$ cat config.mk
export PLATFORM = sky130hd
export DESIGN_NAME = sftp_target
export DESIGN_NICKNAME = d
export VERILOG_FILES = /design/src/verilog/sftp_pkg.sv /design/src/verilog/sftp_target.sv
export SDC_FILE = /design/constraint.sdc
export NUM_CORES = 1
export LEC_CHECK = 0
export ABC_AREA = 1
export BUFFER_PORTS_ARGS = -buffer_cell sky130_fd_sc_hd__buf_2
export CAP_MARGIN = 5
export CORE_UTILIZATION = 54
export CTS_CLUSTER_SIZE = 16
export DETAILED_ROUTE_END_ITERATION = 16
export GPL_TIMING_DRIVEN = 0
export PLACE_DENSITY = 0.86
export RECOVER_POWER = 50
export SYNTH_ARGS = -nofsm -noshare
export SYNTH_HDL_FRONTEND = slang
export SYNTH_SLANG_ARGS = --single-unit
$ cat constraint.sdc
create_clock -name i_ref_clk -period 1.68 [get_ports i_ref_clk]
set_input_delay 0.504 -clock i_ref_clk [delete_from_list [all_inputs] [get_ports i_ref_clk]]
set_output_delay 0.504 -clock i_ref_clk [all_outputs]
set_load 0.01 [all_outputs]
$ cat src/verilog/sftp_pkg.sv
// shared types and constants for the serial memory two-wire target port
package sftp_pkg;
    localparam int unsigned SYNC_W = 6;
    localparam int unsigned IDX_SCL = 0;
    localparam int unsigned IDX_SDA = 1;
    localparam int unsigned IDX_WP = 2;
    localparam int unsigned IDX_SEL = 3;
    localparam int unsigned ADDR_W = 14;
    localparam logic [3:0] TYPE_CODE = 4'ha;
    localparam logic [4:0] MASTER_CODE = 5'h01;
    localparam logic [3:0] BITS_PER_BYTE = 4'h8;
    localparam logic [3:0] CNT_FIRST = 4'h1;
    localparam logic [3:0] CNT_RESET = 4'h0;
    localparam logic [ADDR_W-1:0] ADDR_ONE = 14'h0001;
    localparam logic [ADDR_W-1:0] ADDR_RESET = 14'h0000;
    localparam logic [ADDR_W-1:0] ADDR_TOP = 14'h3fff;
    localparam logic [SYNC_W-1:0] SYNC_RESET = 6'h03;

    typedef enum logic [4:0] {
        ST_IDLE = 5'b00001,
        ST_RECV = 5'b00010,
        ST_SACK = 5'b00100,
        ST_SEND = 5'b01000,
        ST_MACK = 5'b10000
    } sftp_state_t;

    typedef enum logic [1:0] {
        K_SLAVE = 2'h0,
        K_AHI = 2'h1,
        K_ALO = 2'h2,
        K_DATA = 2'h3
    } sftp_kind_t;

    typedef struct packed {
        logic [ADDR_W-1:0] addr;
        logic [7:0] wdata;
        logic we;
    } sftp_mem_req_t;

    typedef struct packed {
        logic [SYNC_W-1:0] s1;
        logic [SYNC_W-1:0] s2;
        logic [SYNC_W-1:0] s3;
        logic [SYNC_W-1:0] filt;
        logic prev_scl;
        logic prev_sda;
        sftp_state_t st;
        sftp_kind_t kind;
        logic [3:0] cnt;
        logic [7:0] shift;
        logic [5:0] hi;
        logic rw;
        logic ack_ok;
        logic oe;
        logic hs;
        sftp_mem_req_t mem;
    } sftp_regs_t;
endpackage : sftp_pkg

$ cat src/verilog/sftp_target.sv
// two-wire target front end of a 16k x 8 nonvolatile byte memory
// Behaviour
// - byte address is 14 bits; upper two bits of the address field are ignored.
// - sda rising while scl high is stop; it aborts any operation.
// - sda falling while scl high is start; every command begins with one.
// - start at any point abandons the operation and awaits a slave address.
// - outside start and stop, sda changes only while scl is low.
// - after each 8th bit transmitter releases sda; receiver pulls low to acknowledge.
// - sda high in the acknowledge clock is no-acknowledge; operation ends.
// - master code 00001xxx enters high-speed mode; transfers continue as normal.
// - stop leaves high-speed mode.
// - first byte after start is slave address; bits 7-4 must be 1010.
// - slave address bits 3-1 must match the three select pins.
// - slave address bit 0: one is read, zero is write.
// - write sends two address bytes after the slave address; 14 bits are latched.
// - reads start at the latched address, kept until rewritten or advanced.
// - address latch increments after each data byte, just before its acknowledge.
// - address wraps from 3fff to 0000; transfers have unlimited length.
// - read drives 8 bits, samples acknowledge, continues on ack, ends otherwise.
// - write receives 8 bits then the device drives an acknowledge.
// - every byte travels most significant bit first.
// - a write completes before the next transaction; no ready polling needed.
// - incoming bits sampled on scl rise; outgoing bits change after scl fall.
// - with write protect high, data bytes are not acknowledged nor advance address.
// - array write happens after the 8th data bit, before its acknowledge.
`timescale 1ns/1ps
`default_nettype none
module sftp_target (
    input wire logic i_ref_clk,
    input wire logic i_rst_n,
    input wire logic i_clk_en,
    input wire logic i_scl,
    input wire logic i_sda,
    output logic o_sda_o,
    output logic o_sda_oe,
    input wire logic [2:0] i_device_select_pins,
    input wire logic i_write_protect,
    output sftp_pkg::sftp_mem_req_t o_mem,
    input wire logic [7:0] i_mem_rdata,
    output logic o_hs_mode,
    output logic o_busy
);
    import sftp_pkg::*;

    sftp_regs_t q;
    sftp_regs_t d;

    logic scl_now;
    logic sda_now;
    logic scl_rise;
    logic scl_fall;
    logic start_det;
    logic stop_det;
    logic wp_now;
    logic [2:0] sel_now;
    logic byte_done;

    // conditions only ever come from the filtered copies, never the raw pins
    always_comb begin
        scl_now = q.filt[IDX_SCL];
        sda_now = q.filt[IDX_SDA];
        wp_now = q.filt[IDX_WP];
        sel_now = q.filt[IDX_SEL +: 3];
        scl_rise = scl_now & ~q.prev_scl;
        scl_fall = ~scl_now & q.prev_scl;
        stop_det = scl_now & q.prev_scl & sda_now & ~q.prev_sda;
        start_det = scl_now & q.prev_scl & ~sda_now & q.prev_sda;
        byte_done = scl_fall && (q.cnt == BITS_PER_BYTE);
    end

    always_comb begin
        d = q;
        d.mem.we = 1'b0;
        // three stages; a level is taken once stages two and three agree
        d.s1 = {i_device_select_pins, i_write_protect, i_sda, i_scl};
        d.s2 = q.s1;
        d.s3 = q.s2;
        for (int i = 0; i < SYNC_W; i++) begin
            if (q.s2[i] == q.s3[i]) begin
                d.filt[i] = q.s3[i];
            end
        end
        d.prev_scl = scl_now;
        d.prev_sda = sda_now;

        if (stop_det) begin
            // release the line and drop back to standard speed
            d.st = ST_IDLE;
            d.oe = 1'b0;
            d.hs = 1'b0;
            d.cnt = CNT_RESET;
        end else if (start_det) begin
            // a start, repeated or not, always restarts address reception
            d.st = ST_RECV;
            d.kind = K_SLAVE;
            d.oe = 1'b0;
            d.cnt = CNT_RESET;
        end else begin
            case (q.st)
                ST_IDLE: begin
                    d.oe = 1'b0;
                end
                ST_RECV: begin
                    if (scl_rise) begin
                        d.shift = {q.shift[6:0], sda_now};
                        d.cnt = q.cnt + CNT_FIRST;
                    end
                    if (byte_done) begin
                        d.cnt = CNT_RESET;
                        d.st = ST_SACK;
                        d.oe = 1'b1;
                        case (q.kind)
                            K_SLAVE: begin
                                if (q.shift[7:4] == TYPE_CODE && q.shift[3:1] == sel_now) begin
                                    d.rw = q.shift[0];
                                end else begin
                                    // master code is never acknowledged by any target
                                    if (q.shift[7:3] == MASTER_CODE) begin
                                        d.hs = 1'b1;
                                    end
                                    d.st = ST_IDLE;
                                    d.oe = 1'b0;
                                end
                            end
                            K_AHI: begin
                                d.hi = q.shift[5:0];
                            end
                            K_ALO: begin
                                d.mem.addr = {q.hi, q.shift};
                            end
                            default: begin
                                if (wp_now) begin
                                    // protected: no write, no ack, address held
                                    d.st = ST_IDLE;
                                    d.oe = 1'b0;
                                end else begin
                                    // array write lands before the ack clock starts
                                    d.mem.we = 1'b1;
                                    d.mem.wdata = q.shift;
                                    d.mem.addr = q.mem.addr + ADDR_ONE;
                                end
                            end
                        endcase
                    end
                end
                ST_SACK: begin
                    if (scl_fall) begin
                        d.oe = 1'b0;
                        if (q.kind == K_SLAVE && q.rw) begin
                            // first read bit is driven on the same fall that ends the ack
                            d.st = ST_SEND;
                            d.shift = i_mem_rdata;
                            d.oe = ~i_mem_rdata[7];
                            d.cnt = CNT_FIRST;
                        end else begin
                            d.st = ST_RECV;
                            d.cnt = CNT_RESET;
                            case (q.kind)
                                K_SLAVE: d.kind = K_AHI;
                                K_AHI: d.kind = K_ALO;
                                default: d.kind = K_DATA;
                            endcase
                        end
                    end
                end
                ST_SEND: begin
                    if (scl_fall) begin
                        if (q.cnt == BITS_PER_BYTE) begin
                            // release for the master's ack and step the latch first
                            d.st = ST_MACK;
                            d.oe = 1'b0;
                            d.mem.addr = q.mem.addr + ADDR_ONE;
                        end else begin
                            d.shift = {q.shift[6:0], 1'b0};
                            d.oe = ~q.shift[6];
                            d.cnt = q.cnt + CNT_FIRST;
                        end
                    end
                end
                ST_MACK: begin
                    if (scl_rise) begin
                        d.ack_ok = ~sda_now;
                    end
                    if (scl_fall) begin
                        if (q.ack_ok) begin
                            d.st = ST_SEND;
                            d.shift = i_mem_rdata;
                            d.oe = ~i_mem_rdata[7];
                            d.cnt = CNT_FIRST;
                        end else begin
                            // no-ack ends the read so the master can stop or restart
                            d.st = ST_IDLE;
                            d.oe = 1'b0;
                        end
                    end
                end
                default: begin
                    d.st = ST_IDLE;
                    d.oe = 1'b0;
                end
            endcase
        end
    end

    always_ff @(posedge i_ref_clk or negedge i_rst_n) begin
        if (!i_rst_n) begin
            q.s1 <= SYNC_RESET;
            q.s2 <= SYNC_RESET;
            q.s3 <= SYNC_RESET;
            q.filt <= SYNC_RESET;
            q.prev_scl <= 1'b1;
            q.prev_sda <= 1'b1;
            q.st <= ST_IDLE;
            q.kind <= K_SLAVE;
            q.cnt <= CNT_RESET;
            q.shift <= 8'h00;
            q.hi <= 6'h00;
            q.rw <= 1'b0;
            q.ack_ok <= 1'b0;
            q.oe <= 1'b0;
            q.hs <= 1'b0;
            q.mem.addr <= ADDR_RESET;
            q.mem.wdata <= 8'h00;
            q.mem.we <= 1'b0;
        end else if (i_clk_en) begin
            q <= d;
        end
    end

    // open drain: the data value is always low, only the enable moves
    assign o_sda_o = 1'b0;
    assign o_sda_oe = q.oe;
    assign o_mem = q.mem;
    assign o_hs_mode = q.hs;
    assign o_busy = (q.st != ST_IDLE);
endmodule : sftp_target
`default_nettype wire
# Yosys cells after proc, flatten, opt, wreduce, memory -nomap -nowiden
# Index checks and enable logic that the tools add are counted.
dict set report classes {
  n_addsub 2
  n_eq_ne 41
  muxes 51
  bitwise 17
  n_reduce_logical 33
}
# operator count
set ops {}
lappend ops {{$mux W12} 5}
lappend ops {{$pmux W14 S2} 2}
lappend ops {{$pmux W12 S4} 1}
lappend ops {{$mux W14} 2}
lappend ops {{$ne A4 B4 Y1 const B} 7}
lappend ops {{$reduce_and A7 Y1} 4}
lappend ops {{$mux W25} 1}
lappend ops {{$mux W5} 5}
lappend ops {{$pmux W5 S5} 1}
lappend ops {{$mux W24} 1}
lappend ops {{$ne A2 B2 Y1 const B} 12}
lappend ops {{$mux W23} 1}
lappend ops {{$mux W19} 1}
lappend ops {{$mux W9} 2}
lappend ops {{$mux W4} 4}
lappend ops {{$reduce_and A5 Y1} 3}
lappend ops {{$add A14 B1 Y14 const B} 1}
lappend ops {{$reduce_bool A2 Y1} 7}
lappend ops {{$mux W1} 13}
lappend ops {{$reduce_and A2 Y1} 6}
lappend ops {{$mux W11} 1}
lappend ops {{$reduce_and A11 Y1} 1}
lappend ops {{$eq A5 B1 Y1 const B} 2}
lappend ops {{$not A1 Y1} 10}
lappend ops {{other kinds (32)} 51}
dict set report word_totals {
  register_bits 78
  inputBits 17
  output_inout_bits 27
  elab_cells 167
}

# Longest topological paths before layout
# Gate-level depths: netlist of the first run.
dict set report logic_depth {
  word_depth 8
  ltp_mapped 11
  ltp_nobuf 11
}

# Worst setup path before layout of the first run
# OpenSTA, ideal clock, no wires.
dict set report synth_path {
  path_kind {register to register}
  startpoint {register q[45] in the netlist's numbering}
  endpoint {register q, in the netlist o_mem[13]}
  setup_ns 0.123
  t_arrival_ns 1.626
  t_required_ns 1.557
  path_slack_ns -0.069
  path_stages_with_launch 9
  n_path_buf 0
  synth_period_minus_slack_ns 1.749
  path_cell_list {dfrtp_1 -> inv_1 -> ha_1 -> nor2_1 -> o31ai_2 -> nor3b_4 -> inv_2 -> nand2_1 -> o21ai_2}
}
dict set report synth_via {
  elab_chain_len 5
  elab_cells_between_ends 10
  cone_classes {eq/ne (4); mux (3); reduce/logical (3)}
}
# item line_no
set synth_rtl {}
lappend synth_rtl {{start, declared} sftp_target.sv:45} ;# sftp_regs_t q;
lappend synth_rtl {{$eq A2 B1 Y1 or $logic_not A2 Y1 (tied branches)} sftp_target.sv:112} ;# case (q.kind)
lappend synth_rtl {{$reduce_or A2 Y1 (no line)} -}
lappend synth_rtl {{$pmux W14 S2} sftp_target.sv:112}
lappend synth_rtl {{$mux W25} sftp_target.sv:108} ;# if (byte_done) begin
lappend synth_rtl {{$pmux W14 S2} sftp_target.sv:99} ;# case (q.st)
# Several ways; a longest one is shown, not always the timed one. The select of a mux whose other input is x is not followed.
# A chain may end at the register's enable or synchronous reset.

# Worst setup path after layout of the first run
dict set report layout_path {
  startpoint {register q[50] in the netlist's numbering}
  endpoint {register q, in the netlist o_sda_oe}
}
dict set report layout_via {
  elab_chain_len 4
  elab_cells_between_ends 12
  cone_classes {eq/ne (8); mux (3); reduce/logical (1)}
}
# item line_no
set layout_rtl {}
lappend layout_rtl {{$eq A5 B5 Y1 (tied with other cells)} sftp_target.sv:99}
lappend layout_rtl {{$pmux W1 S4} sftp_target.sv:99}
lappend layout_rtl {{$mux W1} sftp_target.sv:92} ;# end else if (start_det) begin
lappend layout_rtl {{$mux W2} sftp_target.sv:86} ;# if (stop_det) begin
# Several ways; a longest one is shown, not always the timed one.

==> impl_summary.log, run 1 <==
INFO  metric synthesis_warnings = 0
INFO  metric synth_nets = 646
INFO  metric totalWireLength = 17200 um
INFO  metric tritoncts = yes
INFO  metric nNetsFinal = 779
INFO  metric synthesis.area_per_instance = 7.63 um2
INFO  metric globalplace.congestion = 0.959
INFO  metric grt_most_used_layer = met2
INFO  metric synthFlopType = dfrtp_1
INFO  metric worst_slack_at_placement = -0.407 ns
INFO  metric utilization = 78.9%
INFO  metric yosys-top-cells-area = dfrtp_1, nand2_1, dfstp_2
INFO  metric end_kind = flip-flop
INFO  metric finalWorstPathRequiredPeriod = 2.20 ns
INFO  metric seq_area_frac_synth = 41.6%
INFO  metric worst_hold_slack = 0.331 ns
INFO  metric synth.top_cell.area_share = 35.4%
INFO  metric static-leakage-power = 3.14 nW
INFO  metric failed_checks = negative setup slack
INFO  metric grt_overflow_total = 0
INFO  metric synth_async_sr_flop_share = 100%
INFO  metric worstSetupPathType = reg -> reg
INFO  metric clk_latency = 0.38 ns
INFO  metric period_utilization_post_route = 131%
INFO  metric outcome = complete, but fails checks
INFO  metric setup_tns = -9.45 ns
INFO  metric vias = 5326
INFO  metric hpwl = 8380 um
INFO  metric grt_setup_unrepaired = yes
INFO  metric groute.layer.met1.usage = 39.7%
INFO  metric core = 8340 um2
INFO  metric initial_core_util = 56.7%
INFO  metric setup_violations = 56
INFO  metric area.growth.synth_to_final = 39.2%
INFO  metric chipHeight = 95.6 um
INFO  metric timing_max_transition_violations_final = 0
INFO  metric pin_count_of_the_biggest_net_entering_global_routing = 67
INFO  metric layout-drive-gt1-share = 43.7%
INFO  metric number_of_global_route_vias_before_repair = 4605
INFO  metric clock_sinks = 78
INFO  metric grt_first_pass_wirelength = 22200 um
INFO  metric yosys-top-cells-count = nand2_1, dfrtp_1, nor2_1
INFO  metric ioPinCount = 44
INFO  metric cts_root_buffer = clkbuf_8
INFO  metric dr.first_iter.drc_count = 780
INFO  metric holdPathStages = 3
INFO  metric die_width = 95.6 um
INFO  metric hold_class = in -> reg
INFO  metric critical_path_arrival = 2.47 ns
INFO  metric portBuffers = 41
INFO  metric post_drt_via_cell_ratio = 6.17
INFO  metric crit_path_max_fanout = 5
INFO  metric vdd_ir_drop_max = 0.000620 V
INFO  metric ys_seq_elements = 78
INFO  metric cts.clk_slew.worst_paths = 0.09 ns
INFO  metric gr-usage-met2 = 53.8%
INFO  metric min_delay_worst_endpoint = d[69]$_DFFE_PN0P_
INFO  metric synth_enable_flop_cells = 0
INFO  metric critical_path_required = 1.94 ns
INFO  metric min-delay-start = i_device_select_pins[0]
INFO  metric grt.met3_usage = 4.78%
INFO  metric clock_tree.htree_level_count = 3
INFO  metric timing.clock.skew = 0.0197 ns
INFO  metric drtAntennaViolNets = 0
INFO  metric drt-wirelength-per-cell = 20.0 um
INFO  metric die_area = 9140 um2
INFO  metric synth_top_area_cell = dfrtp_1
INFO  metric worst_pin_slew = 0.913 ns
INFO  metric number_of_instances_in_the_synthesized_netlist = 620
INFO  metric numCtsBuffers = 9
INFO  metric hold_viol_final = 0
INFO  metric synth_area = 4730 um2
INFO  metric crit_path_setup_slack_layout = -0.524 ns
INFO  metric reg2reg_to = o_sda_oe$_DFFE_PN0P_
INFO  metric startpoint_type = flip-flop
INFO  metric drtPass1Iterations = 6
INFO  metric drt_drc_violations_left = 0
INFO  metric worst-r2r-cell-count = 9
INFO  metric clk_path_buf_depth = 2
INFO  metric worst-r2r-setup-slack = -0.52 ns
INFO  metric grt_util_all_layers = 32.1%
INFO  metric max_cap_violations = 0
INFO  metric synth_cell_type_count = 44
INFO  metric antenna_found_initial = 0
INFO  metric max_slew_margin = 39.1%
INFO  metric power.density_cell_area = 850 nW/um2
INFO  metric synth.most_common_cell = nand2_1
INFO  metric insertedDiodeCount = 0
INFO  metric rows = 33
INFO  metric clock.fmax = 0.454 GHz
INFO  metric reg2reg_from = q[50]$_DFFE_PN0P_
[worst max-delay path, stage by stage (launching register included)]
cell     delay (ns)
dfrtp_2        0.45
nor2_4         0.20
buf_4          0.15
nand3_4        0.10
nor2_1         0.33
nor3_1         0.15
nor2_1         0.28
nand2_1        0.23
nand2_1        0.13
nand2_1        0.07
[kinds of logic (layout without fill, tap and decap cells)]
| logic type | after synthesis | after routing | share of synthesized area (%) |
|---|---|---|---|
| AO/OA/AOI/OAI | 94 | 94 | 11.7 |
| XOR/XNOR | 6 | 6 | 1.11 |
| adder cells (fa/ha/maj) | 9 | 9 | 2.38 |
| buffers and inverters | 101 | 239 | 10.4 |
| flip-flops | 78 | 78 | 41.6 |
| other | 1 | 1 | 0.0793 |
| AND/OR/NAND/NOR | 331 | 331 | 32.7 |
[power by group]
group / internal (mW) / leakage (nW) / switching, mW
Sequential: 2.08 / 0.998 / 0.195
Clock: 0.582 / 0.0849 / 0.800
Combinational: 0.749 / 2.05 / 1.19
[registers in the layout (all words and copies together) (netlist names)]
name       count
o_sda_oe       1
o_mem         23
d             14
q             39
o_hs_mode      1
[worst max-delay path by stage]
stage | slack, ns | end | startpoint
6_report | -0.52 | o_sda_oe$_DFFE_PN0P_ | q[50]$_DFFE_PN0P_
5_1_grt | -0.67 | o_sda_oe$_DFFE_PN0P_ | q[50]$_DFFE_PN0P_
4_1_cts | -0.08 | o_mem[21]$_DFFE_PN0P_ | q[52]$_DFFE_PN1P_
3_5_place_dp | -0.41 | o_mem[13]$_DFFE_PN0P_ | q[41]$_DFFE_PN0P_
3_3_place_gp | -0.42 | d[68]$_DFFE_PN0P_ | i_rst_n
2_1_floorplan | -0.03 | o_mem[13]$_DFFE_PN0P_ | q[41]$_DFFE_PN0P_
[cells in the final DEF (no fill, tap or decap), types with 3 or more instances in the layout]
| cell type | Yosys | final |
|---|---|---|
| inv_1 | 55 | 50 |
| o21ai_0 | 47 | 30 |
| buf_6 | 1 | 21 |
| nand2_4 | 2 | 12 |
| dfstp_2 | 11 | 11 |
| nand3_2 | 5 | 7 |
| inv_2 | 8 | 11 |
| nor2_2 | 8 | 9 |
| clkinvlp_4 | 0 | 3 |
| o21ai_2 | 10 | 20 |
| clkbuf_1 | 5 | 5 |
| nor3_2 | 3 | 3 |
| nand3_1 | 27 | 22 |
| ha_1 | 9 | 5 |
| nand2_1 | 191 | 152 |
| buf_4 | 27 | 81 |
| clkbuf_8 | 0 | 11 |
| ha_4 | 0 | 3 |
| xor2_1 | 6 | 6 |
| o31ai_1 | 3 | 3 |
| a21oi_1 | 11 | 8 |
| nor2_4 | 6 | 18 |
| o21bai_1 | 4 | 4 |
| nand2_2 | 4 | 32 |
| buf_2 | 3 | 41 |
| buf_12 | 0 | 3 |
| nand3_4 | 3 | 6 |
| dfrtp_2 | 0 | 7 |
| nor2_1 | 57 | 44 |
| dfrtp_1 | 67 | 60 |
| nor3_4 | 0 | 4 |
| nand4_1 | 15 | 15 |
| o21ai_1 | 9 | 14 |
[layer usage]
metal | routed length (um) | share of wire (%)
met2 | 7920 | 46
met4 | 1280 | 7.4
met5 | 0 | 0
met1 | 6090 | 35
met3 | 1940 | 11
[what timing repair did]
| item | in CTS | in global routing |
|---|---|---|
| endpoints found under the setup margin | 51 | 54 |
| pin swaps | 19 | 34 |
| resized for setup | 73 | 120 |
| buffers inserted | 55 | 23 |
| gates cloned | 4 | 1 |
| endpoints found under the hold margin | 11 | 0 |
| hold buffers | 1 | 0 |
[cell type report]
| class | count | area, um2 |
|---|---|---|
| multi-input combinational | 441 | 2790 |
| sequential | 78 | 1970 |
| timing repair buffer | 122 | 960 |
| clock inverter | 6 | 45.0 |
| tap | 105 | 131 |
| fill | 496 | 1760 |
| inverter | 64 | 258 |
| buffer | 37 | 287 |
| clock buffer | 10 | 138 |
[stage by stage]
stage          power [mW]  instance area (um2)  instances
2_1_floorplan        3.09                 4750        620
3_3_place_gp         3.34                 5090        766
3_5_place_dp         3.40                 5120        767
4_1_cts              5.11                 6070        842
5_1_grt              5.79                 6580        863
6_report             5.59                 6580        863
Power figures use the tool's default switching activity.
==> run 2: changes to the inputs <==
--- a/config.mk
+++ b/config.mk
@@ -11,7 +11,7 @@
 export CORE_UTILIZATION = 54
 export CTS_CLUSTER_SIZE = 16
 export DETAILED_ROUTE_END_ITERATION = 16
-export GPL_TIMING_DRIVEN = 0
+export GPL_TIMING_DRIVEN = 1
 export PLACE_DENSITY = 0.86
 export RECOVER_POWER = 50
 export SYNTH_ARGS = -nofsm -noshare
==> impl_summary.log, run 2 (synthesis gave the netlist of run 1 again) <==
INFO  metric outcome = complete, but fails checks
INFO  metric failed_checks = negative setup slack
INFO  metric utilization = 73.2%
INFO  metric clock_tree.htree_level_count = 3
INFO  metric final_common_cell = nand2_1
INFO  metric initial_core_util = 56.7%
INFO  metric timing.clock.skew = 0.0147 ns
INFO  metric worst-r2r-setup-slack = -0.24 ns
INFO  metric hold_class = in -> async
INFO  metric grt_overflow_total = 0
INFO  metric post_drt_via_cell_ratio = 5.71
INFO  metric fillers = 573
INFO  metric period_utilization_post_route = 114%
INFO  metric totalWireLength = 13600 um
INFO  metric grt_setup_unrepaired = yes
INFO  metric dpl.cell_count = 787
INFO  metric cts.clk_slew.worst_paths = 0.09 ns
INFO  metric number_of_global_route_vias_before_repair = 4562
INFO  metric design_power_total = 5.74 mW
INFO  metric tritoncts = yes
INFO  metric worst_hold_slack = 0.167 ns
INFO  metric worst_slack_at_placement = -0.113 ns
INFO  metric portBuffers = 42
INFO  metric registers.top_by_ff_count = q
INFO  metric vdd_ir_drop_max = 0.000726 V
INFO  metric crit_path_setup_slack_layout = -0.239 ns
INFO  metric max_slew_margin = 49.7%
INFO  metric chipHeight = 95.6 um
INFO  metric reg2reg_to = q[44]$_DFFE_PN0P_
INFO  metric most-common-layout-cells = nand2_1, dfrtp_1, buf_4
INFO  metric finalWorstPathRequiredPeriod = 1.92 ns
INFO  metric die_area = 9140 um2
INFO  metric timing_max_transition_violations_final = 0
INFO  metric core = 8340 um2
INFO  metric critical_path_required = 1.95 ns
INFO  metric clk_latency = 0.38 ns
INFO  metric cts_hold_buffers = 0
INFO  metric drtAntennaViolNets = 0
INFO  metric dr.first_iter.drc_count = 431
INFO  metric clock.fmax = 0.521 GHz
INFO  metric crit_path_max_fanout = 5
INFO  metric worst_pin_slew = 0.754 ns
INFO  metric reg2reg_from = q[53]$_DFFE_PN1P_
INFO  metric finish.cell_count_without_fillers = 827
INFO  metric numCtsBuffers = 9
INFO  metric area.growth.synth_to_final = 29.1%
INFO  metric clock_sinks = 78
INFO  metric worst-r2r-cell-count = 11
INFO  metric cts_root_buffer = clkbuf_8
INFO  metric largest_register_ffs = 39
INFO  metric end_kind = flip-flop
INFO  metric hpwl = 8870 um
INFO  metric max_cap_violations = 0
INFO  metric power.density_cell_area = 940 nW/um2
INFO  metric rows = 33
INFO  metric drtPass1Iterations = 6
INFO  metric startpoint_type = flip-flop
INFO  metric antenna_found_initial = 0
INFO  metric die_width = 95.6 um
INFO  metric drt-wirelength-per-cell = 16.4 um
INFO  metric critPathLaunch = q[53]$_DFFE_PN1P_
INFO  metric grt_first_pass_wirelength = 21100 um
INFO  metric static-leakage-power = 2.90 nW
INFO  metric worstSetupPathType = reg -> reg
INFO  metric layout-drive-gt1-share = 34.3%
INFO  metric setup_violations = 32
INFO  metric drt_drc_violations_left = 0
INFO  metric critical_path_arrival = 2.19 ns
INFO  metric vias = 4721
INFO  metric pin_count_of_the_biggest_net_entering_global_routing = 30
INFO  metric insertedDiodeCount = 0
INFO  metric hold_viol_final = 0
INFO  metric nNetsFinal = 743
INFO  metric globalplace.congestion = 1.01
INFO  metric clk_path_buf_depth = 2
INFO  metric grt_util_all_layers = 30.7%
INFO  metric ioPinCount = 44
## run 2: changes by cell type in the layout (fill, tap and decap cells not counted), sizes merged
cell | previous run | this run
bufinv | 0 | 2
clkbuf | 17 | 15
clkinv | 2 | 0
inv | 65 | 66
clkinvlp | 3 | 2
dlygate4sd3 | 1 | 0
buf | 151 | 118
## run 2: layout make-up
class | count | area [um2] | share of cell area [%]
sequential | 78 | 1970 | 32.2
tap | 105 | 131 | 2.15
inverter | 64 | 245 | 4.02
multi-input combinational | 441 | 2590 | 42.4
clock buffer | 10 | 128 | 2.09
clock inverter | 6 | 92.6 | 1.52
timing repair buffer | 123 | 953 | 15.6
## run 2: worst max path at each step
stage,endpoint,slack [ns]
after CTS,o_busy,-0.17
final,q[44]$_DFFE_PN0P_,-0.24
after floorplan,o_mem[13]$_DFFE_PN0P_,-0.03
after global placement,q[46]$_DFFE_PN0P_,-0.05
after global routing,q[44]$_DFFE_PN0P_,-0.31
after detailed placement,q[46]$_DFFE_PN0P_,-0.11
## run 2: repair_timing
action                     4_1_cts  5_1_grt
setup buffers                   17        9
resized for setup               49       53
setup endpoints to repair       38       50
pin swaps                       20       17
cloned                           2        0
## run 2: through the flow
stage               setup TNS (ns)  instance area, um2
detailed placement           -1.10                5320
global route                 -6.94                6100
global placement            -0.126                5320
CTS                          -2.19                5920
finish                       -4.14                6100
floorplan                  -0.0566                4750
## run 2: worst max-delay path, stage by stage (launching register included)
cell	delay, ns
dfstp_2	0.60
nand2_4	0.09
nor2_4	0.14
buf_12	0.13
buf_4	0.12
nor2_1	0.04
nand4_1	0.09
nand2_1	0.11
nor2_4	0.17
nand2_1	0.13
nand2_1	0.11
nand2_1	0.07
## run 2: power by group
part	switching (mW)	internal (mW)	leakage [nW]
Clock	0.788	0.848	0.104
Combinational	1.06	0.790	1.79
Sequential	0.169	2.08	1.01
## run 2: routing by layer
metal	GRT usage, %	vias up	share of wire (%)
met5	0	-	0
met4	16.7	0	5.1
met3	7.34	72	7.0
met2	51.0	264	48
met1	36.7	2219	40
li1	-	2166	-
